`src/hdl/tcc_pkg.sv`:
```
// Functional notes
// - Channel value holds capture or compare value
// - Channel values undefined after reset
// - High byte read blocks captures until low
// - High byte write blocks compares until low
// - One 16-bit counter, free or modulo
// - Modulo value from high and low bytes
// - Counter reads never disturb counting
// - Each channel independently capture or compare
// - Prescaler select picks counter clock source
// - Capture on rising, falling or either edge
// - Compare match sets, clears or toggles pin
// - Buffered and unbuffered PWM outputs
// - Channel pin may toggle on overflow
// - Software halt and clear of counter
// - Pins used only when function enabled
// - At modulo set overflow, restart from zero
// - Codes divide by 1..64, 111 external
// - Channel flag on edge or compare match
package tcc_pkg;
    localparam logic [7:0] TCC_ADDR_STATUS   = 8'h00;
    localparam logic [7:0] TCC_ADDR_CNT_HIGH = 8'h04;
    localparam logic [7:0] TCC_ADDR_CNT_LOW  = 8'h08;
    localparam logic [7:0] TCC_ADDR_MOD_HIGH = 8'h0C;
    localparam logic [7:0] TCC_ADDR_MOD_LOW  = 8'h10;
    localparam logic [7:0] TCC_ADDR_CH_BASE  = 8'h20;
    localparam logic [7:0] TCC_CH_STRIDE     = 8'h0C;
    localparam logic [7:0] TCC_CH_CTRL_OFF   = 8'h00;
    localparam logic [7:0] TCC_CH_HIGH_OFF   = 8'h04;
    localparam logic [7:0] TCC_CH_LOW_OFF    = 8'h08;
    localparam int         TCC_CHANNELS      = 4;
    // Status register fields
    localparam int TCC_ST_OVF_BIT   = 7;
    localparam int TCC_ST_HALT_BIT  = 5;
    localparam int TCC_ST_CLEAR_BIT = 4;
    localparam int TCC_ST_PS_LSB    = 0;
    // Channel control fields
    localparam int TCC_CC_FLAG_BIT  = 7;
    localparam int TCC_CC_MSB_BIT   = 5;
    localparam int TCC_CC_MSA_BIT   = 4;
    localparam int TCC_CC_ELSB_BIT  = 3;
    localparam int TCC_CC_ELSA_BIT  = 2;
    localparam int TCC_CC_TOV_BIT   = 1;
    localparam int TCC_CC_MAX_BIT   = 0;
    localparam logic [7:0]  TCC_STATUS_RESET = 8'h20;
    localparam logic [7:0]  TCC_CTRL_RESET   = 8'h00;
    localparam logic [15:0] TCC_MOD_RESET    = 16'hFFFF;
    localparam logic [2:0]  TCC_PS_EXTERNAL  = 3'h7;
    localparam logic [31:0] TCC_ERR_NONE     = 32'h0000_0000;
endpackage

```
`src/hdl/tcc_timer.sv`:
```
// Implementation choices: register access over APB and the register addresses.
`timescale 1ns/100ps
module tcc_timer
    import tcc_pkg::*;
(
    // Clock and reset
    input  wire logic        pclk,
    input  wire logic        presetn,
    // APB slave
    input  wire logic        psel,
    input  wire logic        penable,
    input  wire logic        pwrite,
    input  wire logic [7:0]  paddr,
    input  wire logic [31:0] pwdata,
    output logic [31:0]      prdata,
    output logic             pready,
    output logic             pslverr,
    // Pins
    input  wire logic        external_timer_clock_pin,
    input  wire logic [3:0]  channel_pin_in,
    output logic [3:0]       channel_pin_out,
    output logic [3:0]       channel_pin_oe,
    output logic             ext_clock_taken
);
    logic [7:0]  status_q;
    logic [15:0] count_q;
    logic [15:0] modulo_q;
    logic [7:0]  mod_high_hold_q;
    logic        mod_block_q;
    logic [7:0]  cnt_low_latch_q;
    logic        cnt_latched_q;
    logic        tick;
    logic        at_modulo;
    logic        overflow;
    logic        acc;
    logic        wr;
    logic        rd;
    logic        counter_clear;
    logic        hit;
    logic [31:0] rdata_d;
    logic [3:0]  ch_ctrl_wr;
    logic [3:0]  ch_high_wr;
    logic [3:0]  ch_low_wr;
    logic [3:0]  ch_high_rd;
    logic [3:0]  ch_low_rd;
    logic [7:0]  ch_ctrl  [TCC_CHANNELS];
    logic [15:0] ch_value [TCC_CHANNELS];

    assign acc    = psel && penable;
    assign wr     = acc && pwrite;
    assign rd     = acc && !pwrite;
    assign pready = 1'b1;
    assign counter_clear = wr && paddr == TCC_ADDR_STATUS && pwdata[TCC_ST_CLEAR_BIT];

    tcc_prescaler u_prescaler (
        .pclk             (pclk),
        .presetn          (presetn),
        .prescaler_select (status_q[TCC_ST_PS_LSB +: 3]),
        .counter_halt     (status_q[TCC_ST_HALT_BIT]),
        .counter_clear    (counter_clear),
        .ext_clock_in     (external_timer_clock_pin),
        .tick             (tick)
    );

    assign at_modulo = count_q == modulo_q;
    assign overflow  = tick && at_modulo;
    assign ext_clock_taken = status_q[TCC_ST_PS_LSB +: 3] == TCC_PS_EXTERNAL;

    // One counter; reads never touch it
    always_ff @(posedge pclk or negedge presetn)
    begin
        if (!presetn)
            count_q <= 16'h0000;
        else if (counter_clear)
            count_q <= 16'h0000;
        else if (tick)
            count_q <= at_modulo ? 16'h0000 : count_q + 16'h0001;
    end

    // Overflow flag set wins over clear; held off while modulo write pending
    always_ff @(posedge pclk or negedge presetn)
    begin
        if (!presetn)
            status_q <= TCC_STATUS_RESET;
        else
        begin
            if (wr && paddr == TCC_ADDR_STATUS)
            begin
                status_q[6:0] <= {pwdata[6:5], 2'b00, pwdata[2:0]};
                if (!pwdata[TCC_ST_OVF_BIT])
                    status_q[TCC_ST_OVF_BIT] <= 1'b0;
            end
            if (overflow && !mod_block_q)
                status_q[TCC_ST_OVF_BIT] <= 1'b1;
        end
    end

    always_ff @(posedge pclk or negedge presetn)
    begin
        if (!presetn)
        begin
            modulo_q        <= TCC_MOD_RESET;
            mod_high_hold_q <= TCC_MOD_RESET[15:8];
            mod_block_q     <= 1'b0;
        end
        else if (wr && paddr == TCC_ADDR_MOD_HIGH)
        begin
            mod_high_hold_q <= pwdata[7:0];
            mod_block_q     <= 1'b1;
        end
        else if (wr && paddr == TCC_ADDR_MOD_LOW)
        begin
            modulo_q    <= {mod_high_hold_q, pwdata[7:0]};
            mod_block_q <= 1'b0;
        end
    end

    // High read latches low byte so a 16-bit read is coherent
    always_ff @(posedge pclk or negedge presetn)
    begin
        if (!presetn)
        begin
            cnt_low_latch_q <= 8'h00;
            cnt_latched_q   <= 1'b0;
        end
        else if (rd && paddr == TCC_ADDR_CNT_HIGH && !cnt_latched_q)
        begin
            cnt_low_latch_q <= count_q[7:0];
            cnt_latched_q   <= 1'b1;
        end
        else if (rd && paddr == TCC_ADDR_CNT_LOW)
            cnt_latched_q <= 1'b0;
    end

    genvar g;
    generate
        for (g = 0; g < TCC_CHANNELS; g++)
        begin : g_ch
            localparam logic [7:0] BASE = TCC_ADDR_CH_BASE + 8'(g) * TCC_CH_STRIDE;
            assign ch_ctrl_wr[g] = wr && paddr == BASE + TCC_CH_CTRL_OFF;
            assign ch_high_wr[g] = wr && paddr == BASE + TCC_CH_HIGH_OFF;
            assign ch_low_wr[g]  = wr && paddr == BASE + TCC_CH_LOW_OFF;
            assign ch_high_rd[g] = rd && paddr == BASE + TCC_CH_HIGH_OFF;
            assign ch_low_rd[g]  = rd && paddr == BASE + TCC_CH_LOW_OFF;

            tcc_channel u_ch (
                .pclk     (pclk),
                .presetn  (presetn),
                .count    (count_q),
                .tick     (tick),
                .overflow (overflow),
                .ctrl_wr  (ch_ctrl_wr[g]),
                .high_wr  (ch_high_wr[g]),
                .low_wr   (ch_low_wr[g]),
                .high_rd  (ch_high_rd[g]),
                .low_rd   (ch_low_rd[g]),
                .wdata    (pwdata[7:0]),
                .pin_in   (channel_pin_in[g]),
                .pin_out  (channel_pin_out[g]),
                .pin_oe   (channel_pin_oe[g]),
                .ctrl_q   (ch_ctrl[g]),
                .value_q  (ch_value[g])
            );
        end
    endgenerate

    // Read mux; unmapped addresses answer with an error
    always_comb
    begin
        rdata_d = TCC_ERR_NONE;
        hit     = 1'b1;
        case (paddr)
            TCC_ADDR_STATUS:   rdata_d = {24'h00_0000, status_q};
            TCC_ADDR_CNT_HIGH: rdata_d = {24'h00_0000, count_q[15:8]};
            TCC_ADDR_CNT_LOW:  rdata_d = {24'h00_0000, cnt_latched_q ? cnt_low_latch_q : count_q[7:0]};
            TCC_ADDR_MOD_HIGH: rdata_d = {24'h00_0000, modulo_q[15:8]};
            TCC_ADDR_MOD_LOW:  rdata_d = {24'h00_0000, modulo_q[7:0]};
            default:
            begin
                hit = 1'b0;
                for (int i = 0; i < TCC_CHANNELS; i++)
                begin
                    if (paddr == TCC_ADDR_CH_BASE + 8'(i) * TCC_CH_STRIDE + TCC_CH_CTRL_OFF)
                    begin
                        rdata_d = {24'h00_0000, ch_ctrl[i]};
                        hit     = 1'b1;
                    end
                    if (paddr == TCC_ADDR_CH_BASE + 8'(i) * TCC_CH_STRIDE + TCC_CH_HIGH_OFF)
                    begin
                        rdata_d = {24'h00_0000, ch_value[i][15:8]};
                        hit     = 1'b1;
                    end
                    if (paddr == TCC_ADDR_CH_BASE + 8'(i) * TCC_CH_STRIDE + TCC_CH_LOW_OFF)
                    begin
                        rdata_d = {24'h00_0000, ch_value[i][7:0]};
                        hit     = 1'b1;
                    end
                end
            end
        endcase
    end

    assign prdata  = rdata_d;
    assign pslverr = acc && !hit;
endmodule

```
`src/hdl/tcc_prescaler.sv`:
```
`timescale 1ns/100ps
module tcc_prescaler
    import tcc_pkg::*;
(
    // Clock and reset
    input  wire logic       pclk,
    input  wire logic       presetn,
    // Control
    input  wire logic [2:0] prescaler_select,
    input  wire logic       counter_halt,
    input  wire logic       counter_clear,
    input  wire logic       ext_clock_in,
    // Tick out
    output logic            tick
);
    logic [5:0] div_q;
    logic       ext_prev_q;
    logic [6:0] div_tick;

    always_ff @(posedge pclk or negedge presetn)
    begin
        if (!presetn)
            div_q <= 6'h00;
        else if (counter_clear)
            div_q <= 6'h00;
        else if (!counter_halt)
            div_q <= div_q + 6'h01;
    end

    always_ff @(posedge pclk or negedge presetn)
    begin
        if (!presetn)
            ext_prev_q <= 1'b0;
        else
            ext_prev_q <= ext_clock_in;
    end

    // Divide by 2^n: tick when low n bits all ones
    assign div_tick[0] = 1'b1;
    for (genvar i = 1; i < 7; i++)
    begin : g_div
        assign div_tick[i] = &div_q[i-1:0];
    end

    // External pin is a level; its rising edge is one counter tick. Must stay well below pclk
    always_comb
    begin
        if (counter_halt)
            tick = 1'b0;
        else if (prescaler_select == TCC_PS_EXTERNAL)
            tick = ext_clock_in & ~ext_prev_q;
        else
            tick = div_tick[prescaler_select];
    end
endmodule

```
`src/hdl/tcc_channel.sv`:
```
`timescale 1ns/100ps
module tcc_channel
    import tcc_pkg::*;
(
    // Clock and reset
    input  wire logic        pclk,
    input  wire logic        presetn,
    // Timebase
    input  wire logic [15:0] count,
    input  wire logic        tick,
    input  wire logic        overflow,
    // Register access
    input  wire logic        ctrl_wr,
    input  wire logic        high_wr,
    input  wire logic        low_wr,
    input  wire logic        high_rd,
    input  wire logic        low_rd,
    input  wire logic [7:0]  wdata,
    // Pin
    input  wire logic        pin_in,
    output logic             pin_out,
    output logic             pin_oe,
    // Readback
    output logic [7:0]       ctrl_q,
    output logic [15:0]      value_q
);
    logic        flag_q;
    logic [6:0]  mode_q;
    logic        pin_q;
    logic        pin_prev_q;
    logic        cap_block_q;
    logic        cmp_block_q;
    logic [15:0] active_q;
    logic [15:0] value_d;
    logic        ms_b;
    logic        ms_a;
    logic [1:0]  els;
    logic        capture_mode;
    logic        rise;
    logic        fall;
    logic        cap_event;
    logic        match;

    assign ms_b         = ctrl_q[TCC_CC_MSB_BIT];
    assign ms_a         = ctrl_q[TCC_CC_MSA_BIT];
    assign els          = ctrl_q[TCC_CC_ELSB_BIT:TCC_CC_ELSA_BIT];
    assign capture_mode = !ms_b && !ms_a;
    assign rise         = pin_in & ~pin_prev_q;
    assign fall         = ~pin_in & pin_prev_q;
    assign cap_event    = capture_mode && ((els[0] && rise) || (els[1] && fall));
    assign match        = !capture_mode && els != 2'b00 && tick && count == active_q
                          && !cmp_block_q;

    // Flag kept apart from the mode bits so software can read it but never set it
    always_ff @(posedge pclk or negedge presetn)
    begin
        if (!presetn)
            mode_q <= TCC_CTRL_RESET[6:0];
        else if (ctrl_wr)
            mode_q <= wdata[6:0];
    end

    assign ctrl_q = {flag_q, mode_q};

    // Flag: set wins over a software clear
    always_ff @(posedge pclk or negedge presetn)
    begin
        if (!presetn)
            flag_q <= 1'b0;
        else if ((cap_event && !cap_block_q) || match)
            flag_q <= 1'b1;
        else if (ctrl_wr && !wdata[TCC_CC_FLAG_BIT])
            flag_q <= 1'b0;
    end

    always_ff @(posedge pclk or negedge presetn)
    begin
        if (!presetn)
            pin_prev_q <= 1'b0;
        else
            pin_prev_q <= pin_in;
    end

    always_ff @(posedge pclk or negedge presetn)
    begin
        if (!presetn)
            cap_block_q <= 1'b0;
        else if (!capture_mode || low_rd)
            cap_block_q <= 1'b0;
        else if (high_rd)
            cap_block_q <= 1'b1;
    end

    always_ff @(posedge pclk or negedge presetn)
    begin
        if (!presetn)
            cmp_block_q <= 1'b0;
        else if (capture_mode || low_wr)
            cmp_block_q <= 1'b0;
        else if (high_wr)
            cmp_block_q <= 1'b1;
    end

    // Value is never reset; its content after reset is undefined
    always_comb
    begin
        value_d = value_q;
        if (high_wr)
            value_d[15:8] = wdata;
        if (low_wr)
            value_d[7:0] = wdata;
        if (cap_event && !cap_block_q)
            value_d = count;
    end

    always_ff @(posedge pclk)
    begin
        value_q <= value_d;
    end

    // Buffered mode loads the new compare value only at overflow; unbuffered loads at once
    always_ff @(posedge pclk or negedge presetn)
    begin
        if (!presetn)
            active_q <= 16'h0000;
        else if (!ms_b || overflow)
            active_q <= value_q;
    end

    always_ff @(posedge pclk or negedge presetn)
    begin
        if (!presetn)
            pin_q <= 1'b0;
        else if (els == 2'b00)
            pin_q <= ms_a ? 1'b0 : 1'b1;
        else if (capture_mode)
            pin_q <= pin_q;
        else if (ctrl_q[TCC_CC_MAX_BIT] && !ctrl_q[TCC_CC_TOV_BIT])
            pin_q <= 1'b1;
        else if (overflow && ctrl_q[TCC_CC_TOV_BIT])
            pin_q <= ~pin_q;
        else if (match)
        begin
            case (els)
                2'b01:   pin_q <= ~pin_q;
                2'b10:   pin_q <= 1'b0;
                2'b11:   pin_q <= 1'b1;
                default: pin_q <= pin_q;
            endcase
        end
    end

    assign pin_out = pin_q;
    assign pin_oe  = !capture_mode && els != 2'b00;
endmodule

```
`config.mk`:
```
export PLATFORM = sky130hd
export DESIGN_NAME = tcc_timer
export DESIGN_NICKNAME = d
export VERILOG_FILES = /design/src/hdl/tcc_pkg.sv /design/src/hdl/tcc_timer.sv /design/src/hdl/tcc_prescaler.sv /design/src/hdl/tcc_channel.sv
export SDC_FILE = /design/constraint.sdc
export NUM_CORES = 1
export LEC_CHECK = 0
export ABC_CLOCK_PERIOD_IN_PS = 8300
export BUFFER_PORTS_ARGS = -buffer_cell sky130_fd_sc_hd__buf_4
export CAP_MARGIN = 20
export CORE_UTILIZATION = 35
export CTS_CLUSTER_SIZE = 20
export DETAILED_ROUTE_END_ITERATION = 10
export MAX_ROUTING_LAYER = met4
export PLACE_DENSITY = 0.48
export SLEW_MARGIN = 20
export SYNTH_ARGS = -nofsm -noshare
export SYNTH_HDL_FRONTEND = slang
export SYNTH_HIERARCHICAL = 1
export SYNTH_SLANG_ARGS = --single-unit
```
`constraint.sdc`:
```
create_clock -name pclk -period 8.3 [get_ports pclk]
set_input_delay 0.83 -clock pclk [delete_from_list [all_inputs] [get_ports pclk]]
set_output_delay 0.83 -clock pclk [all_outputs]
set_load 0.05 [all_outputs]
```
==> impl_metrics.ini, run 1 <==
[outcome]
status = complete, no violations

[yosys]
yosys_warnings = 6
yosysSeqAreaShare = 0.477
synth_edf_count = 64
synthCells = 1179
synth_area_per_cell_um2 = 11.3
syn-cell-area_um2 = 13300
synth-seq-cells = 239
yosys_most_used_dff = dfrtp_1
ys_async_sr_fraction = 0.732
synth_cell_types = 72

[worst_setup_path]
r2r_start = count_q[12]
arrival_ps = 3700
crit_path_end = prdata[4]
r2r_end = g_ch[1].u_ch/active_q[0]
startpoint = paddr[2]
crit_path_end_kind = output pin
crit_type = input port to output pin
start_kind = input port
rr_worst_depth = 7
crit_required_ps = 7470
r2r_setup_slack_ps = 4530
critPathMaxFanout = 61

[placement]
port_buffers = 43
routabilityCongestion = 0.871
dpl.hpwl_um = 28400

[detailed_routing]
routed_wl_um = 43200
vias = 9485
vias_per_cell = 5.47
drc = 0
wl_per_cell_um = 24.9
firstDrtPassIters = 7
ant_nets = 0
drt_iter0_markers = 699

[global_route]
grt_first_pass_wirelength_um = 63500
overflow = 0
grt_pass1_vias = 9444
grtUsageTotal = 0.231
antenna_found_initial = 2
grt_max_degree = 71

[sta]
rsz0062_at_grt = false
hold_viol_final = 0
whs_ps = 300
fin_skew_ps = 11.2
fin_crit_ps = 4530
setup_viol = 0
timing.fmax_mhz = 221
finalSetupTns_ps = 0
relSlewSlack = 0.325
tightestPinTransition_ps = 1010
final_max_slew_viol_count = 0
min_period_over_period = 0.546

[clock_tree]
post_cts_resized = 0
postCtsSetupRepairBufs = 0
cts_tree = built
clkTransAtPathRegs_ps = 50
clkLatencyLatePin_ps = 550
cts_root_buf = clkbuf_16
cts_sinks = 239
cts-hold-fix-buffers = 0
cts_made_buffers = 29
cts_max_level = 1
cts_buffer_depth = 3

[die]
coreArea_um2 = 37000
fp.dieArea_um2 = 38700
io-pin-count = 93
start_util = 0.359
rows = 70
die_h_um = 197
die_w_um = 197

[final_layout]
drive_above_1_share = 0.301
final_common_cell = mux2_2
area_growth_syn_to_layout_pct = 12.2
layout_common_cells = 183 x mux2_2, 150 x dfrtp_1, 79 x nor2_1
nets = 1269

[worst_hold_path]
hold_path_class = input port to asynchronous set/reset pin

[power_and_ir_drop]
leakagePower_uw = 0.00611
p_per_area_nw_per_um2 = 227
p_total_uw = 3390
ir_drop_mv = 0.134

[flow_run]
cap_violations = 0
-- cell type report --
class	instances	area (um2)
Sequential cell	239	6330
Fill cell	3683	22100
Inverter	23	86.3
Clock buffer	42	825
Antenna cell	1	2.50
Tap cell	504	631
Timing Repair Buffer	65	494
Multi-Input combinational cell	849	6450
Clock inverter	11	80.1
-- synth_stat cells, types with 9 or more instances --
master,number,area share
mux2_2,183,0.16
a21oi_1,39,0.015
o21ai_0,64,0.024
mux2i_1,15,0.011
o22ai_1,15,0.0071
nand3_1,20,0.0075
ha_1,12,0.011
edfxtp_1,64,0.14
buf_2,27,0.010
xor2_1,30,0.020
or2_2,11,0.0052
a31oi_1,11,0.0052
nand2b_1,29,0.014
nand4_1,13,0.0061
a2111o_1,9,0.0076
clkbuf_1,27,0.0076
buf_4,29,0.016
dfrtp_1,150,0.28
inv_1,23,0.0065
dfstp_2,25,0.049
nor2_1,79,0.022
nor2b_1,27,0.013
nand2_1,67,0.019
nor3_1,25,0.0094
xnor2_1,40,0.026
-- per-layer routing --
metal | global-route usage | share of wire | wire (um) | up-vias
met5 | - | 0 | 0 | -
met4 | 0.0706 | 0.029 | 1260 | 0
met3 | 0.0320 | 0.046 | 1990 | 68
met2 | 0.377 | 0.48 | 20800 | 262
met1 | 0.298 | 0.44 | 19100 | 4842
li1 | - | - | - | 4313
-- flip-flops by register name, indices dropped and copies added (netlist names) --
name,count
g_ch.u_ch/active_q,64
g_ch.u_ch/value_q,64
g_ch.u_ch/mode_q,28
count_q,16
modulo_q,16
cnt_low_latch_q,8
mod_high_hold_q,8
status_q,6
u_prescaler/div_q,6
g_ch.u_ch/cap_block_q,4
g_ch.u_ch/cmp_block_q,4
g_ch.u_ch/flag_q,4
g_ch.u_ch/pin_out,4
g_ch.u_ch/pin_prev_q,4
cnt_latched_q,1
mod_block_q,1
u_prescaler/ext_prev_q,1
-- worst max-delay path, stage by stage --
cell and delay [ps]:
buf_4 540, and4bb_2 600, nand2_1 230, o221a_2 330
a221oi_1 590, o21ai_0 260, buf_4 250
-- kinds of logic after synthesis --
kind of cell / after synthesis / synth area share
AO/OA/AOI/OAI: 195 / 0.0977
other: 2 / 0.000566
adder cells (fa/ha/maj): 12 / 0.0113
XOR/XNOR: 70 / 0.0462
AND/OR/NAND/NOR: 339 / 0.143
buffers and inverters: 114 / 0.0436
flip-flops: 239 / 0.477
multiplexers: 208 / 0.180
-- worst min-delay path by stage --
stage,cells past startpoint,start,slack [ps],end
final,1,presetn,300,u_prescaler/div_q[4]
after floorplan,1,mod_block_q,430,status_q[7]
after CTS,1,presetn,310,u_prescaler/div_q[3]
after global routing,1,presetn,340,u_prescaler/div_q[4]
after detailed placement,1,mod_block_q,460,status_q[7]
after global placement,1,mod_block_q,460,status_q[7]
-- report_power, final --
part,internal [uW],switching [uW],total [uW]
logic,280,451,731
clock network,715,507,1220
registers,1350,87.5,1430
total,2340,1050,3390
-- per-stage QoR --
step	std cells	setup slack (ps)	instance area, um2	utilization
after detailed placement	1680	3910	14000	0.379
after floorplan	1202	4310	13400	-
after CTS	1733	3900	14900	0.403
final	1734	3770	14900	0.403
after global placement	1680	3890	14000	0.379
after global routing	1733	3690	14900	0.403
(Power assumes the default switching activity.)
==> run 2, diff against run 1 <==
- ABC_AREA: not set -> 1
- ABC_CLOCK_PERIOD_IN_PS: 8300 -> 4200
- clock period: 8.3 -> 4.2 ns (I/O delays scaled with it)
==> impl_metrics.ini, run 2 <==
[worst_hold_path]
hold-path-endpoint = modulo_q[7]
min_from = pwdata[7]
holdPathStages = 3
hold_path_class = input port to flip-flop

[yosys]
synth_area_per_cell_um2 = 7.75
synth_top_cell_area_share = 0.257
syn-cell-area_um2 = 14600
synth-seq-cells = 239
synth_cell_types = 49
yosys_warnings = 6
yosysMostFrequentCell = nand2_1
ys_async_sr_fraction = 0.732
synthCells = 1880
yosysSeqAreaShare = 0.434
synthTopCellsByArea = dfrtp_1 26%, nand2_1 15%, edfxtp_1 13%
synth_edf_count = 64
synth_top_cells_by_count = 577 x nand2_1, 267 x inv_1, 174 x nor2_1, 150 x dfrtp_1, 129 x o21ai_2
yosys_most_used_dff = dfrtp_1
synth_largest_area_cell = dfrtp_1

[sta]
hold_viol_final = 0
whs_ps = 210
final_max_slew_viol_count = 0
setup_viol = 0
tightestPinTransition_ps = 854
fin_skew_ps = 12.4
relSlewSlack = 0.430
fin_crit_ps = 3250
rsz0062_at_grt = false
fin_ws_ps = 953
finalSetupTns_ps = 0
timing.fmax_mhz = 308
min_period_over_period = 0.773

[worst_setup_path]
path_cells = inv_1 -> o21ai_0 -> nand2_1 -> o21ai_0 -> a211oi_1 -> nand4_1 -> buf_4
r2r_setup_slack_ps = 1080
r2r_end = g_ch[2].u_ch/active_q[10]
path_buf_inv = 2
critPathMaxFanout = 12
crit_path_end_kind = output pin
crit_required_ps = 3780
start_kind = flip-flop
rr_worst_depth = 18
cpLargestDelayFamily = flip-flops
r2r_start = u_prescaler/div_q[0]
crit_type = flip-flop to output pin
arrival_ps = 2830
crit_top_cell = o21ai_0
slowest_stage = dfrtp_1
critPathMaxStageDelay_ps = 700

[die]
io-pin-count = 93
rows = 74
die_w_um = 206
fp.dieArea_um2 = 42500
start_util = 0.356
coreArea_um2 = 40900
die_h_um = 206

[clock_tree]
clkTransAtPathRegs_ps = 60
clkLatencyLatePin_ps = 570
cts_sinks = 239
cts_made_buffers = 29
postCtsSetupRepairBufs = 0
cts_max_level = 1
cts_buffer_depth = 3
cts_root_buf = clkbuf_16
cts_tree = built

[global_route]
grt_max_degree = 88
antenna_found_initial = 1
grt_first_pass_wirelength_um = 74200
grtUsageTotal = 0.244
grt_pass1_vias = 12085
overflow = 0

[power_and_ir_drop]
p_per_area_nw_per_um2 = 472
leakagePower_uw = 0.00793
ir_drop_mv = 0.312

[detailed_routing]
vias_per_cell = 4.97
firstDrtPassIters = 5
drt_iter0_markers = 946
drc = 0
ant_nets = 0
wl_per_cell_um = 19.7
vias = 12392
routed_wl_um = 49200

[final_layout]
largestRegisters = g_ch.u_ch/active_q (64), g_ch.u_ch/value_q (64), g_ch.u_ch/mode_q (28)
drive_above_1_share = 0.182
final_common_cell = nand2_1
n_antenna_cell = 0
area_growth_syn_to_layout_pct = 11.5
layout_common_cells = 577 x nand2_1, 267 x inv_1, 174 x nor2_1
nets = 2002
fin_util = 0.397

[outcome]
status = complete, no violations

[placement]
port_buffers = 43
routabilityCongestion = 0.927
dpl.hpwl_um = 34700
pre_cts_ws_ps = 1150

[flow_run]
cap_violations = 0
==> run 2: cell types whose count changed after synthesis, moves of 29 or more <==
cell      before  now
nand2_1       67  577
inv_1         23  267
mux2_2       183    3
o21ai_2        0  129
nor2_1        79  174
nand3_1       20   86
o21ai_0       64   94
nand2b_1      29    0
==> run 2: cell type report <==
cell class | count | area (um2)
Clock buffer | 40 | 838
Timing Repair Buffer | 76 | 604
Sequential cell | 239 | 6330
Tap cell | 532 | 666
Clock inverter | 13 | 115
Fill cell | 4292 | 24700
Inverter | 279 | 1050
Multi-Input combinational cell | 1315 | 6650
==> run 2: worst max-delay path by stage <==
| stage | start | end | slack (ps) | cells past startpoint |
|---|---|---|---|---|
| 3_5_place_dp | u_prescaler/div_q[0] | g_ch[2].u_ch/active_q[10] | 1150 | 18 |
| 6_report | count_q[0] | prdata[0] | 950 | 7 |
| 5_1_grt | count_q[0] | prdata[0] | 870 | 7 |
| 3_3_place_gp | u_prescaler/div_q[0] | g_ch[2].u_ch/active_q[10] | 1150 | 18 |
| 2_1_floorplan | paddr[0] | pslverr | 1200 | 7 |
| 4_1_cts | count_q[0] | prdata[0] | 870 | 7 |
==> run 2: metal layers <==
metal	share of wire	vias up	global-route usage
li1	-	6036	-
met2	0.45	319	0.380
met5	0	-	-
met4	0.028	0	0.0675
met3	0.049	69	0.0307
met1	0.47	5968	0.334
==> run 2: cell families (layout without fill, tap and decap cells) <==
kind of cell / after synthesis / after routing / synth area share
AOI/OAI and AO/OA: 279 / 279 / 0.132
xor gates and xnor gates: 17 / 17 / 0.0102
adders and majority gates: 12 / 12 / 0.0103
buffers and inverters: 349 / 408 / 0.116
DFF: 239 / 239 / 0.434
muxes: 3 / 3 / 0.00232
other: 2 / 25 / 0.000515
and+or+nand+nor: 979 / 979 / 0.294
==> run 2: tightest hold or removal path, cell delays in order <==
cell and delay [ps]:
buf_4 190, nand2_1 90, o21ai_0 70
==> run 2: repair_timing <==
item / 4_1_cts / 5_1_grt
resized for setup: 0 / 0
hold buffers: 6 / 0
hold endpoints to repair: 49 / 0
==> run 2: report_power, final <==
part           switching (uW)  internal (uW)
Combinational            1420            711
Clock                    1040           1510
Sequential                273           2710
==> run 2: through the flow <==
| stage | power, uW | instance area [um2] | cells |
|---|---|---|---|
| 2_1_floorplan | 4460 | 14700 | 1903 |
| 3_3_place_gp | 5120 | 15200 | 2435 |
| 3_5_place_dp | 5130 | 15200 | 2435 |
| 4_1_cts | 7720 | 16300 | 2494 |
| 5_1_grt | 8120 | 16300 | 2494 |
| 6_report | 7670 | 16300 | 2494 |
